## config.mk

```make
export PLATFORM = sky130hd
export DESIGN_NAME = adc_serial_readout
export DESIGN_NICKNAME = d
export VERILOG_FILES = /design/src/hw/adc_readout_pkg.sv /design/src/hw/pin_sync_if.sv /design/src/hw/adc_serial_readout.sv /design/src/hw/pin_sync.sv /design/src/hw/conv_timer.sv
export VERILOG_INCLUDE_DIRS = /design/src /design/src/hw
export SDC_FILE = /design/constraint.sdc
export NUM_CORES = 1
export LEC_CHECK = 0
export BUFFER_PORTS_ARGS = -buffer_cell sky130_fd_sc_hd__buf_4
export CAP_MARGIN = 10
export CORE_MARGIN = 5
export CORE_UTILIZATION = 50
export CTS_BUF_LIST = sky130_fd_sc_hd__clkbuf_8
export DETAILED_ROUTE_END_ITERATION = 7
export PLACE_DENSITY = 0.69
export SLEW_MARGIN = 5
export SYNTH_ARGS = -nofsm -noshare
export SYNTH_HDL_FRONTEND = slang
export SYNTH_SLANG_ARGS = --single-unit
```

## constraint.sdc

```tcl
create_clock -name core_clk -period 2.7 [get_ports core_clk]
set_clock_uncertainty 0.05 [all_clocks]
set_input_delay 0.405 -clock core_clk [delete_from_list [all_inputs] [get_ports core_clk]]
set_output_delay 0.405 -clock core_clk [all_outputs]
set_load 0.02 [all_outputs]
```

## src/hw/adc_readout_defs.svh

```systemverilog
// Purpose: Shared constants of the serial readout block.
// Assumes: Core clock of 40 MHz.
// Notes:   Header holds definitions only.
`ifndef ADC_READOUT_DEFS_SVH
`define ADC_READOUT_DEFS_SVH

// ****************************************************************
// Clock and timing
// ****************************************************************
`define CLK_MHZ          40
`define CONV_TIME_NS     1600
// Conversion length rounded up to whole core cycles
`define CONV_CYCLES      ((`CONV_TIME_NS * `CLK_MHZ + 999) / 1000)
`define CONV_CNT_W       7

// ****************************************************************
// Data layout
// ****************************************************************
`define RESULT_W         14
`define FRAME_W          15
`define BITS_NO_BUSY     4'h0E
`define BITS_BUSY        4'h0F

// ****************************************************************
// Pin positions inside the synchroniser vectors
// ****************************************************************
`define PIN_START        0
`define PIN_DIN          1
`define PIN_SCK          2
`define PIN_N            3

`endif

```

## src/hw/adc_readout_pkg.sv

```systemverilog
// Purpose: Types of the serial readout block.
// Assumes: adc_readout_defs.svh gives the widths.
// Notes:   Each module keeps its whole state in one struct.
`include "adc_readout_defs.svh"
`default_nettype none

package adc_readout_pkg;

  // Readout sequencer states
  typedef enum logic [1:0] {
    ST_ACQ,
    ST_CONV,
    ST_WAIT_SEL,
    ST_SHIFT
  } rd_state_t;

  // Pin synchroniser state
  typedef struct packed {
    logic [`PIN_N-1:0] meta;
    logic [`PIN_N-1:0] live;
    logic [`PIN_N-1:0] prev;
  } sync_state_t;

  // Conversion timer state
  typedef struct packed {
    logic                   run;
    logic                   done;
    logic [`CONV_CNT_W-1:0] cnt;
    logic [`RESULT_W-1:0]   code;
  } timer_state_t;

  // Readout sequencer state
  typedef struct packed {
    rd_state_t            st;
    logic                 chain;
    logic                 chain_busy;
    logic                 busy;
    logic [`FRAME_W-1:0]  shreg;
    logic [3:0]           nbits;
    logic                 dout;
    logic                 oe;
    logic                 pd;
    logic                 conv;
    logic                 start;
  } rd_all_t;

endpackage : adc_readout_pkg

`default_nettype wire

```

## src/hw/pin_sync_if.sv

```systemverilog
// Purpose: Carries synchronised pin levels and edges.
// Assumes: Driven by pin_sync, read by the sequencer.
// Notes:   All signals on core_clk.
`include "adc_readout_defs.svh"
`default_nettype none

interface pin_sync_if;
  logic start;
  logic din;
  logic sck;
  logic din_prev;
  logic start_rise;
  logic din_rise;
  logic sck_fall;

  modport src (output start, din, sck, din_prev, start_rise, din_rise,
               sck_fall);
  modport dst (input  start, din, sck, din_prev, start_rise, din_rise,
               sck_fall);
endinterface : pin_sync_if

`default_nettype wire

```

## src/hw/adc_serial_readout.sv

```systemverilog
// Purpose: Mode selection, conversion control and serial readout.
// Assumes: Pins are asynchronous; sample_code is on core_clk.
// Notes:   Pin edges seen after two flops; sck far below core_clk.
//
// Function
// - Start rise picks CS or chain mode
// - Data input tied to start gives chain
// - Optional busy start bit precedes result
// - CS busy when start or input low
// - Chain busy when SCK high at start
// - Power down automatically after every conversion
// - 3-wire start tristates the data output
// - Conversion completes regardless of start pin
// - Start fall drives MSB, SCK falls shift
// - Data changes after SCK fall, stable across SCK rise
// - Release after 14th fall or start rise
// - With busy, output tristated during conversion
// - CS busy drives output low at completion, chain busy drives it high
// - Busy release after 15th fall or start
// - 4-wire drives low when both pins low
// - Data input low selects device, MSB out
// - 4-wire release at 14th fall, input rise
`include "adc_readout_defs.svh"
`default_nettype none

module adc_serial_readout
  import adc_readout_pkg::*;
(
  // Clock and reset
  input  wire logic                 core_clk,
  input  wire logic                 reset,
  // Link pins
  input  wire logic                 convert_start_pin,
  input  wire logic                 serial_data_input,
  input  wire logic                 serial_clock,
  output logic                      serial_data_output,
  output logic                      serial_data_output_oe,
  // Converter core
  input  wire logic [`RESULT_W-1:0] sample_code,
  // Status
  output logic                      acq_power_down,
  output logic                      conversion_active,
  output logic                      chain_mode,
  output logic                      busy_enabled
);

  // ****************************************************************
  // Helpers
  // ****************************************************************

  // Number of falling edges that complete one frame
  function automatic logic [3:0] frame_bits(input logic busy);
    frame_bits = busy ? `BITS_BUSY : `BITS_NO_BUSY;
  endfunction : frame_bits

  // Frame loaded at completion, start bit ahead when busy is on
  function automatic logic [`FRAME_W-1:0] frame_load(
    input logic                 busy,
    input logic                 start_bit,
    input logic [`RESULT_W-1:0] code
  );
    frame_load = busy ? {start_bit, code} : {code, 1'b0};
  endfunction : frame_load

  // ****************************************************************
  // Pin synchroniser and conversion timer
  // ****************************************************************
  pin_sync_if ps ();

  logic                 conv_done;
  logic [`RESULT_W-1:0] conv_result;
  rd_all_t              r_reg;
  rd_all_t              r_next;

  pin_sync u_sync (
    .core_clk          (core_clk),
    .reset             (reset),
    .convert_start_pin (convert_start_pin),
    .serial_data_input (serial_data_input),
    .serial_clock      (serial_clock),
    .ps                (ps.src)
  );

  conv_timer u_timer (
    .core_clk    (core_clk),
    .reset       (reset),
    .start       (r_reg.start),
    .sample_code (sample_code),
    .done        (conv_done),
    .result      (conv_result)
  );

  // ****************************************************************
  // Readout sequencer
  // ****************************************************************

  // Select is start pin low (3-wire) or data input low (4-wire)
  logic selected;
  logic deselect;
  assign selected = ~ps.start | ~ps.din;
  assign deselect = ps.start_rise | ps.din_rise;

  // Next state of the whole sequencer
  always_comb begin
    r_next       = r_reg;
    r_next.start = 1'b0;
    unique case (r_reg.st)
      // Powered-down acquisition, no result left to read
      ST_ACQ: begin
        if (ps.start_rise) begin
          // Input taken before the edge: a tied input reads low
          r_next.chain      = ~ps.din_prev;
          r_next.chain      = ~ps.din_prev;
          r_next.chain_busy = ps.sck;
          r_next.oe         = 1'b0;
          r_next.start      = 1'b1;
          r_next.st         = ST_CONV;
        end else begin
          // Both low drives a low level, else released
          r_next.oe   = ~ps.start & ~ps.din;
          r_next.dout = 1'b0;
        end
      end
      // Conversion on the internal clock, start edges ignored
      ST_CONV: begin
        r_next.oe = 1'b0;
        if (conv_done) begin
          if (r_reg.chain) begin
            r_next.busy  = r_reg.chain_busy;
            r_next.shreg = frame_load(r_reg.chain_busy, 1'b1,
                                      conv_result);
            r_next.oe    = 1'b1;
            r_next.nbits = '0;
            r_next.st    = ST_SHIFT;
          end else if (selected) begin
            // Busy on: drive the low start bit as interrupt
            r_next.busy  = 1'b1;
            r_next.shreg = frame_load(1'b1, 1'b0, conv_result);
            r_next.oe    = 1'b1;
            r_next.nbits = '0;
            r_next.st    = ST_SHIFT;
          end else begin
            r_next.busy  = 1'b0;
            r_next.shreg = frame_load(1'b0, 1'b0, conv_result);
            r_next.nbits = '0;
            r_next.st    = ST_WAIT_SEL;
          end
        end
      end
      // CS mode without busy: wait for the host to select
      ST_WAIT_SEL: begin
        if (ps.start_rise) begin
          r_next.chain      = ~ps.din_prev;
          r_next.chain_busy = ps.sck;
          r_next.oe         = 1'b0;
          r_next.start      = 1'b1;
          r_next.st         = ST_CONV;
        end else if (selected) begin
          r_next.oe = 1'b1;
          r_next.oe = 1'b1;
          r_next.st = ST_SHIFT;
        end
      end
      // Shift out on SCK falling edges, MSB first
      ST_SHIFT: begin
        if (ps.start_rise) begin
          r_next.chain      = ~ps.din_prev;
          r_next.chain_busy = ps.sck;
          r_next.oe         = 1'b0;
          r_next.start      = 1'b1;
          r_next.st         = ST_CONV;
        end else if (!r_reg.chain && deselect) begin
          r_next.oe = 1'b0;
          r_next.st = ST_ACQ;
        end else if (ps.sck_fall) begin
          // Chain mode passes the data input into the register tail
          r_next.shreg = {r_reg.shreg[`FRAME_W-2:0],
                          r_reg.chain & ps.din};
          r_next.nbits = r_reg.nbits + 1'b1;
          if (!r_reg.chain &&
              r_next.nbits == frame_bits(r_reg.busy)) begin
            r_next.oe = 1'b0;
            r_next.oe = 1'b0;
            r_next.st = ST_ACQ;
          end
        end
      end
    endcase
    // Output bit changes only on an SCK fall or a load
    if (r_next.st == ST_SHIFT) begin
      r_next.dout = r_next.shreg[`FRAME_W-1];
    end
    r_next.conv = (r_next.st == ST_CONV);
    r_next.pd   = (r_next.st != ST_CONV);
  end

  // Register the sequencer state
  always_ff @(posedge core_clk or posedge reset) begin
    if (reset) begin
      r_reg    <= '0;
      r_reg.st <= ST_ACQ;
      r_reg.pd <= 1'b1;
    end else begin
      r_reg <= r_next;
    end
  end

  // ****************************************************************
  // Outputs, each straight from a flop
  // ****************************************************************
  assign serial_data_output    = r_reg.dout;
  assign serial_data_output_oe = r_reg.oe;
  assign acq_power_down        = r_reg.pd;
  assign conversion_active     = r_reg.conv;
  assign chain_mode            = r_reg.chain;
  assign busy_enabled          = r_reg.busy;

endmodule : adc_serial_readout

`default_nettype wire

```

## src/hw/pin_sync.sv

```systemverilog
// Purpose: Two-flop synchroniser and edge finder for the pins.
// Assumes: Pins are asynchronous to core_clk.
// Notes:   Only the live and prev stages feed edge logic.
`include "adc_readout_defs.svh"
`default_nettype none

module pin_sync
  import adc_readout_pkg::*;
(
  // Clock and reset
  input  wire logic core_clk,
  input  wire logic reset,
  // Raw pins
  input  wire logic convert_start_pin,
  input  wire logic serial_data_input,
  input  wire logic serial_clock,
  // Synchronised view
  pin_sync_if.src   ps
);

  sync_state_t r_reg;
  sync_state_t r_next;

  // ****************************************************************
  // Next state
  // ****************************************************************
  always_comb begin
    r_next      = r_reg;
    r_next.meta = {serial_clock, serial_data_input, convert_start_pin};
    r_next.live = r_reg.meta;
    r_next.prev = r_reg.live;
  end

  // Register the state; ones at reset, so a start pin resting high
  // shows no false rising edge once reset lets go
  always_ff @(posedge core_clk or posedge reset) begin
    if (reset) begin
      r_reg <= '1;
    end else begin
      r_reg <= r_next;
    end
  end

  // Levels and edges seen by the sequencer
  assign ps.start      = r_reg.live[`PIN_START];
  assign ps.din        = r_reg.live[`PIN_DIN];
  assign ps.sck        = r_reg.live[`PIN_SCK];
  assign ps.din_prev   = r_reg.prev[`PIN_DIN];
  assign ps.start_rise = r_reg.live[`PIN_START] & ~r_reg.prev[`PIN_START];
  assign ps.din_rise   = r_reg.live[`PIN_DIN] & ~r_reg.prev[`PIN_DIN];
  assign ps.sck_fall   = ~r_reg.live[`PIN_SCK] & r_reg.prev[`PIN_SCK];

endmodule : pin_sync

`default_nettype wire

```

## src/hw/conv_timer.sv

```systemverilog
// Purpose: Internal conversion clock count and result capture.
// Assumes: start is a one-cycle pulse on core_clk.
// Notes:   Ignores start while a conversion runs.
`include "adc_readout_defs.svh"
`default_nettype none

module conv_timer
  import adc_readout_pkg::*;
(
  // Clock and reset
  input  wire logic                 core_clk,
  input  wire logic                 reset,
  // Control
  input  wire logic                 start,
  input  wire logic [`RESULT_W-1:0] sample_code,
  // Status
  output logic                      done,
  output logic [`RESULT_W-1:0]      result
);

  timer_state_t r_reg;
  timer_state_t r_next;

  // ****************************************************************
  // Next state
  // ****************************************************************
  always_comb begin
    r_next      = r_reg;
    r_next.done = 1'b0;
    if (r_reg.run) begin
      if (r_reg.cnt == `CONV_CNT_W'(`CONV_CYCLES - 1)) begin
        r_next.run  = 1'b0;
        r_next.done = 1'b1;
      end else begin
        r_next.cnt = r_reg.cnt + 1'b1;
      end
    end else if (start) begin
      r_next.run  = 1'b1;
      r_next.cnt  = '0;
      r_next.code = sample_code;   // Held sample converts to code
    end
  end

  // Register the state
  always_ff @(posedge core_clk or posedge reset) begin
    if (reset) begin
      r_reg <= '0;
    end else begin
      r_reg <= r_next;
    end
  end

  assign done   = r_reg.done;
  assign result = r_reg.code;

endmodule : conv_timer

`default_nettype wire

```

# After elaboration in Yosys (flattened, before gate mapping)
# Index checks and enable logic that the tools add are counted.
word_totals:
  regBits: 61
  latchBits: 0
  ramBits: 0
  rom_bits: 0
  input_bits: 19
  output_inout_bits: 6
  word_cells: 115
  mem_count: 0
op_classes:
  n_addsub: 2
  mul: 0
  n_div: 0
  order_cmp: 0
  eq_ne: 19
  shifts: 0
  muxes: 45
  bitwise: 13
  n_reduce_logical: 17
op_table:
  columns: ["op", "n"]
  rows:
  - ["$mux 19", 4]
  - ["$mux 20", 2]
  - ["$pmux 19 s2", 1]
  - ["$mux 1", 21]
  - ["$mux 21", 1]
  - ["$mux 2", 9]
  - ["$mux 15", 1]
  - ["$mux 7", 2]
  - ["$ne 2x2->1 const B", 5]
  - ["$ne 2x1->1 const B", 4]
  - ["$ne 4x4->1 const B", 2]
  - ["$pmux 2 s4", 1]
  - ["$reduce_and 2->1", 4]
  - ["$reduce_bool 2->1", 4]
  - ["$add 7x1->7 const B", 1]
  - ["$eq 7x6->1 const B", 1]
  - ["$eq 2x2->1 const B", 3]
  - ["$not 1->1", 6]
  - ["$reduce_and 3->1", 2]
  - ["$and 1x1->1", 5]
  - ["$reduce_and 5->1", 1]
  - ["$add 4x1->4 const B", 1]
  - ["$eq 2x1->1 const B", 2]
  - ["$eq 4x4->1", 1]
  - ["10 further kinds", 12]

# Longest topological paths before layout
depth:
  depth_word: 11
  ltp_mapped: 8
  ltp_nobuf: 7

# Modules after synthesis
# Synthesis repeated with hierarchy kept, for this count alone.
hier_totals:
  cells_unflattened: 281
  area_unflattened_um2: 2901.5
modules_own_cells:
  columns: ["mod", "instances", "cells_per_inst", "area_per_inst_um2", "seq_area_each_um2"]
  rows:
  - ["adc_serial_readout", 1, 153, 1547.7, 726.9]
  - ["conv_timer", 1, 115, 1072.3, 575.6]
  - ["pin_sync", 1, 13, 281.5, 236.5]

# Least setup slack after synthesis
# Ideal clock, no wire load.
synth_path:
  path_type: "register to register"
  from: "register u_sync.r_reg[2] (netlist name)"
  to: "register r_reg, in the netlist serial_data_output"
  setup_time_ns: 0.125
  t_arrival_ns: 1.724
  required_time_ns: 2.525
  setup_slack_ns: 0.801
  stages_incl_launch_ff: 8
  path_buffers: 1
  synth_period_minus_slack_ns: 1.899
  cell_sequence: "dfstp_2 nor2b_1 and2_4 nand2_1 a21o_1 buf_6 a221o_1 mux2_4"
synth_rtl:
  columns: ["element", "line", "text"]
  rows:
  - ["start, declared", "pin_sync.sv:21", "sync_state_t r_reg;"]
  - ["start signal, assigned", "pin_sync.sv:40", "r_reg <= r_next;"]
  - ["end signal, assigned", "adc_serial_readout.sv:204", "r_reg <= r_next;"]
  - ["end, declared", "adc_serial_readout.sv:72", "rd_all_t r_reg;"]

==> results.toml <==
[power]
peakVddDrop_v = 0.000390
combPwrFrac = 0.111
power_frac_clock = 0.358
pwr-share-seq = 0.531
switchingPower_mw = 0.521
p_leak_nw = 1.54
p_int_mw = 1.47
switching_share = 0.262
power_density_nw_per_um2 = 631

[cts]
clock-sinks = 61
clock_latency_ns = 0.34
cts-hold-fix-buffers = 0
cts_tree = "built"
htree_levels = 3
cts_setup_buffers = 0
clock_path_buffers = 2
cts_resized = 0
path_clk_slew_ns = 0.07
cts_made_buffers = 9
cts_root_buf = "clkbuf_8"

[timing]
report.final.slew_viol_count = 0
clock.fmax_mhz = 482
fin_crit_ns = 2.07
timing.hold.ws_ns = 0.119
tns_ns = 0
slew_headroom = 0.553
setup_viol = 0
rsz0062_at_grt = "no"
finalCritPeriodShare = 0.768
hold_viol_final = 0
tightest_slew_ns = 0.669

[route]
first_pass_iters = 4
via_per_inst = 5.25
ant_nets = 0
wirelength_mm = 5.12
drt_iter0_drc = 68
vias = 1912
route.detailed.drc = 0
wl_per_cell_um = 14.1

[cells_and_area]
final_util = 0.606
antenna_cells = 0
drive_above_1_share = 0.207
regArea_um2 = 1540
largest_reg_flops = 23
synthToLayoutAreaGrowth_pct = 15.9
nNetsFinal = 310
fill_cells = 455
instances_no_fill = 364
multi_input_area_um2 = 1100

[status]
outcome = "completed"

[logic_synthesis]
synth_flop_cell = "dfrtp_1"
ys_ff_latch = 61
syn_inst = 259
synth_top_area_frac = 0.469
synth_seq_area_share = 0.566
async_reset_ff_frac = 1.00
synthTopCellsByArea = "dfrtp_1 (47%), dfstp_2 (9.7%), nand2_1 (8.0%)"
syn_area_um2 = 2720
ys_warn_count = 0
synth_edf_count = 0
syn-num-nets = 280
synth_top_cell_by_area = "dfrtp_1"
synth_cell_types = 39
postSynthAreaPerCell_um2 = 10.5
post-synth-top-count-cell = "nand2_1"
synthTopCellsByCount = "nand2_1 (58), dfrtp_1 (51), nor2_1 (19), a221o_1 (15)"

[floorplanning]
die_y_um = 83.8
initial_core_util = 0.523
core-area_um2 = 5200
num_rows = 26
io-pin-count = 25
die-area_um2 = 7020
die_w_um = 83.8

[worst_setup_path]
path_class = "register to register"
timing.rr.end = "serial_data_output$_DFFE_PP0P_"
rr_startpoint = "u_sync.ps.start$_DFF_PP1_"
startpoint_type = "register"
cp-end-kind = "register"
crit_buf_inv = 0
required_ns = 2.88
critPathMaxStageDelay_ns = 0.58
crit_chain = "nand2b_2, a21o_1, and4_1, a221o_1, mux2_4"
cp_max_fo = 19
path_delay_family = "flip-flops"
crit_slowest_cell = "dfstp_2"
rrSetupSlack_ns = 0.63
reg2reg_depth = 5
arrival_ns = 2.25

[global_route]
top_usage_layer = "met1"
grt-ovfl-total = 0
grt_max_degree = 32
globalRouteMet3Util = 0.0464
antenna_found_initial = 0
grt_pass1_vias = 1886
use_met2 = 0.216
grtUsageMet1 = 0.231
gr-usage-all-layers = 0.159
grt_pass1_wl_mm = 8.95

[place]
gp_congestion = 0.847
port_buffers = 24
hpwlAfterDp_mm = 3.33
dp_cells = 348

[run]
maxCapViolCount = 0

[worst_hold_path]
hold_class = "input port to async pin"
[kinds of logic after synthesis]
kind of cell,after synthesis,share of synthesized area
XOR/XNOR,3,0.00966
adder cells (fa/ha/maj),2,0.00919
buffers and inverters,15,0.0299
AND/OR/NAND/NOR,112,0.186
AO/OA/AOI/OAI,49,0.130
flip-flops,61,0.566
multiplexers,17,0.0699
[worst max-delay path by stage]
| stage | startpoint | slack [ns] | endpoint | depth (start not counted) |
|---|---|---|---|---|
| floorplan | reset | 0.75 | busy_enabled$_DFFE_PP0P_ | 1 |
| global placement | u_sync.ps.start$_DFF_PP1_ | 0.68 | serial_data_output$_DFFE_PP0P_ | 5 |
| detailed placement | u_sync.ps.start$_DFF_PP1_ | 0.63 | serial_data_output$_DFFE_PP0P_ | 5 |
| CTS | u_sync.ps.start$_DFF_PP1_ | 0.61 | serial_data_output$_DFFE_PP0P_ | 5 |
| global route | u_sync.ps.start$_DFF_PP1_ | 0.51 | serial_data_output$_DFFE_PP0P_ | 5 |
| finish | u_sync.ps.start$_DFF_PP1_ | 0.63 | serial_data_output$_DFFE_PP0P_ | 5 |
[per-stage QoR]
stage,setup WS [ns],cell area (um^2),total power [mW]
CTS,0.614,3150,2.02
finish,0.627,3150,1.99
global route,0.513,3150,2.10
detailed placement,0.632,2980,1.30
global placement,0.678,2980,1.29
floorplan,0.749,2720,1.23
[power groups by stage]
stage                     sequential [mW]  clock, mW  combinational (mW)
after global routing                 1.07      0.782               0.252
final                                1.06      0.713               0.221
after CTS                            1.06      0.734               0.224
after floorplan                      1.05          0               0.174
after global placement               1.07          0               0.218
after detailed placement             1.07          0               0.223
[routing by layer]
metal	share of wire	vias to the layer above
met3	0.051	10
met4	0.020	0
met1	0.51	892
li1	-	962
met5	0	-
met2	0.42	48
[area by class of cell]
class	count	area share
inverter	4	0.00476
multi-input combinational	183	0.349
timing repair buffer	30	0.0754
clock inverter	5	0.00675
tap	70	0.0278
clock buffer	11	0.0480
sequential	61	0.488
[cells in the final DEF, fill, tap and decap left out, drive strengths merged, types with 6 or more instances in the layout]
master / count
dfstp: 10
a221o: 15
a21oi: 7
nor2: 19
dfrtp: 51
nand2: 58
inv: 7
buf: 30
nand2b: 6
o21ai: 17
nand3: 8
clkbuf: 11
mux2i: 14
No activity file was read; power rests on OpenSTA's default activity.
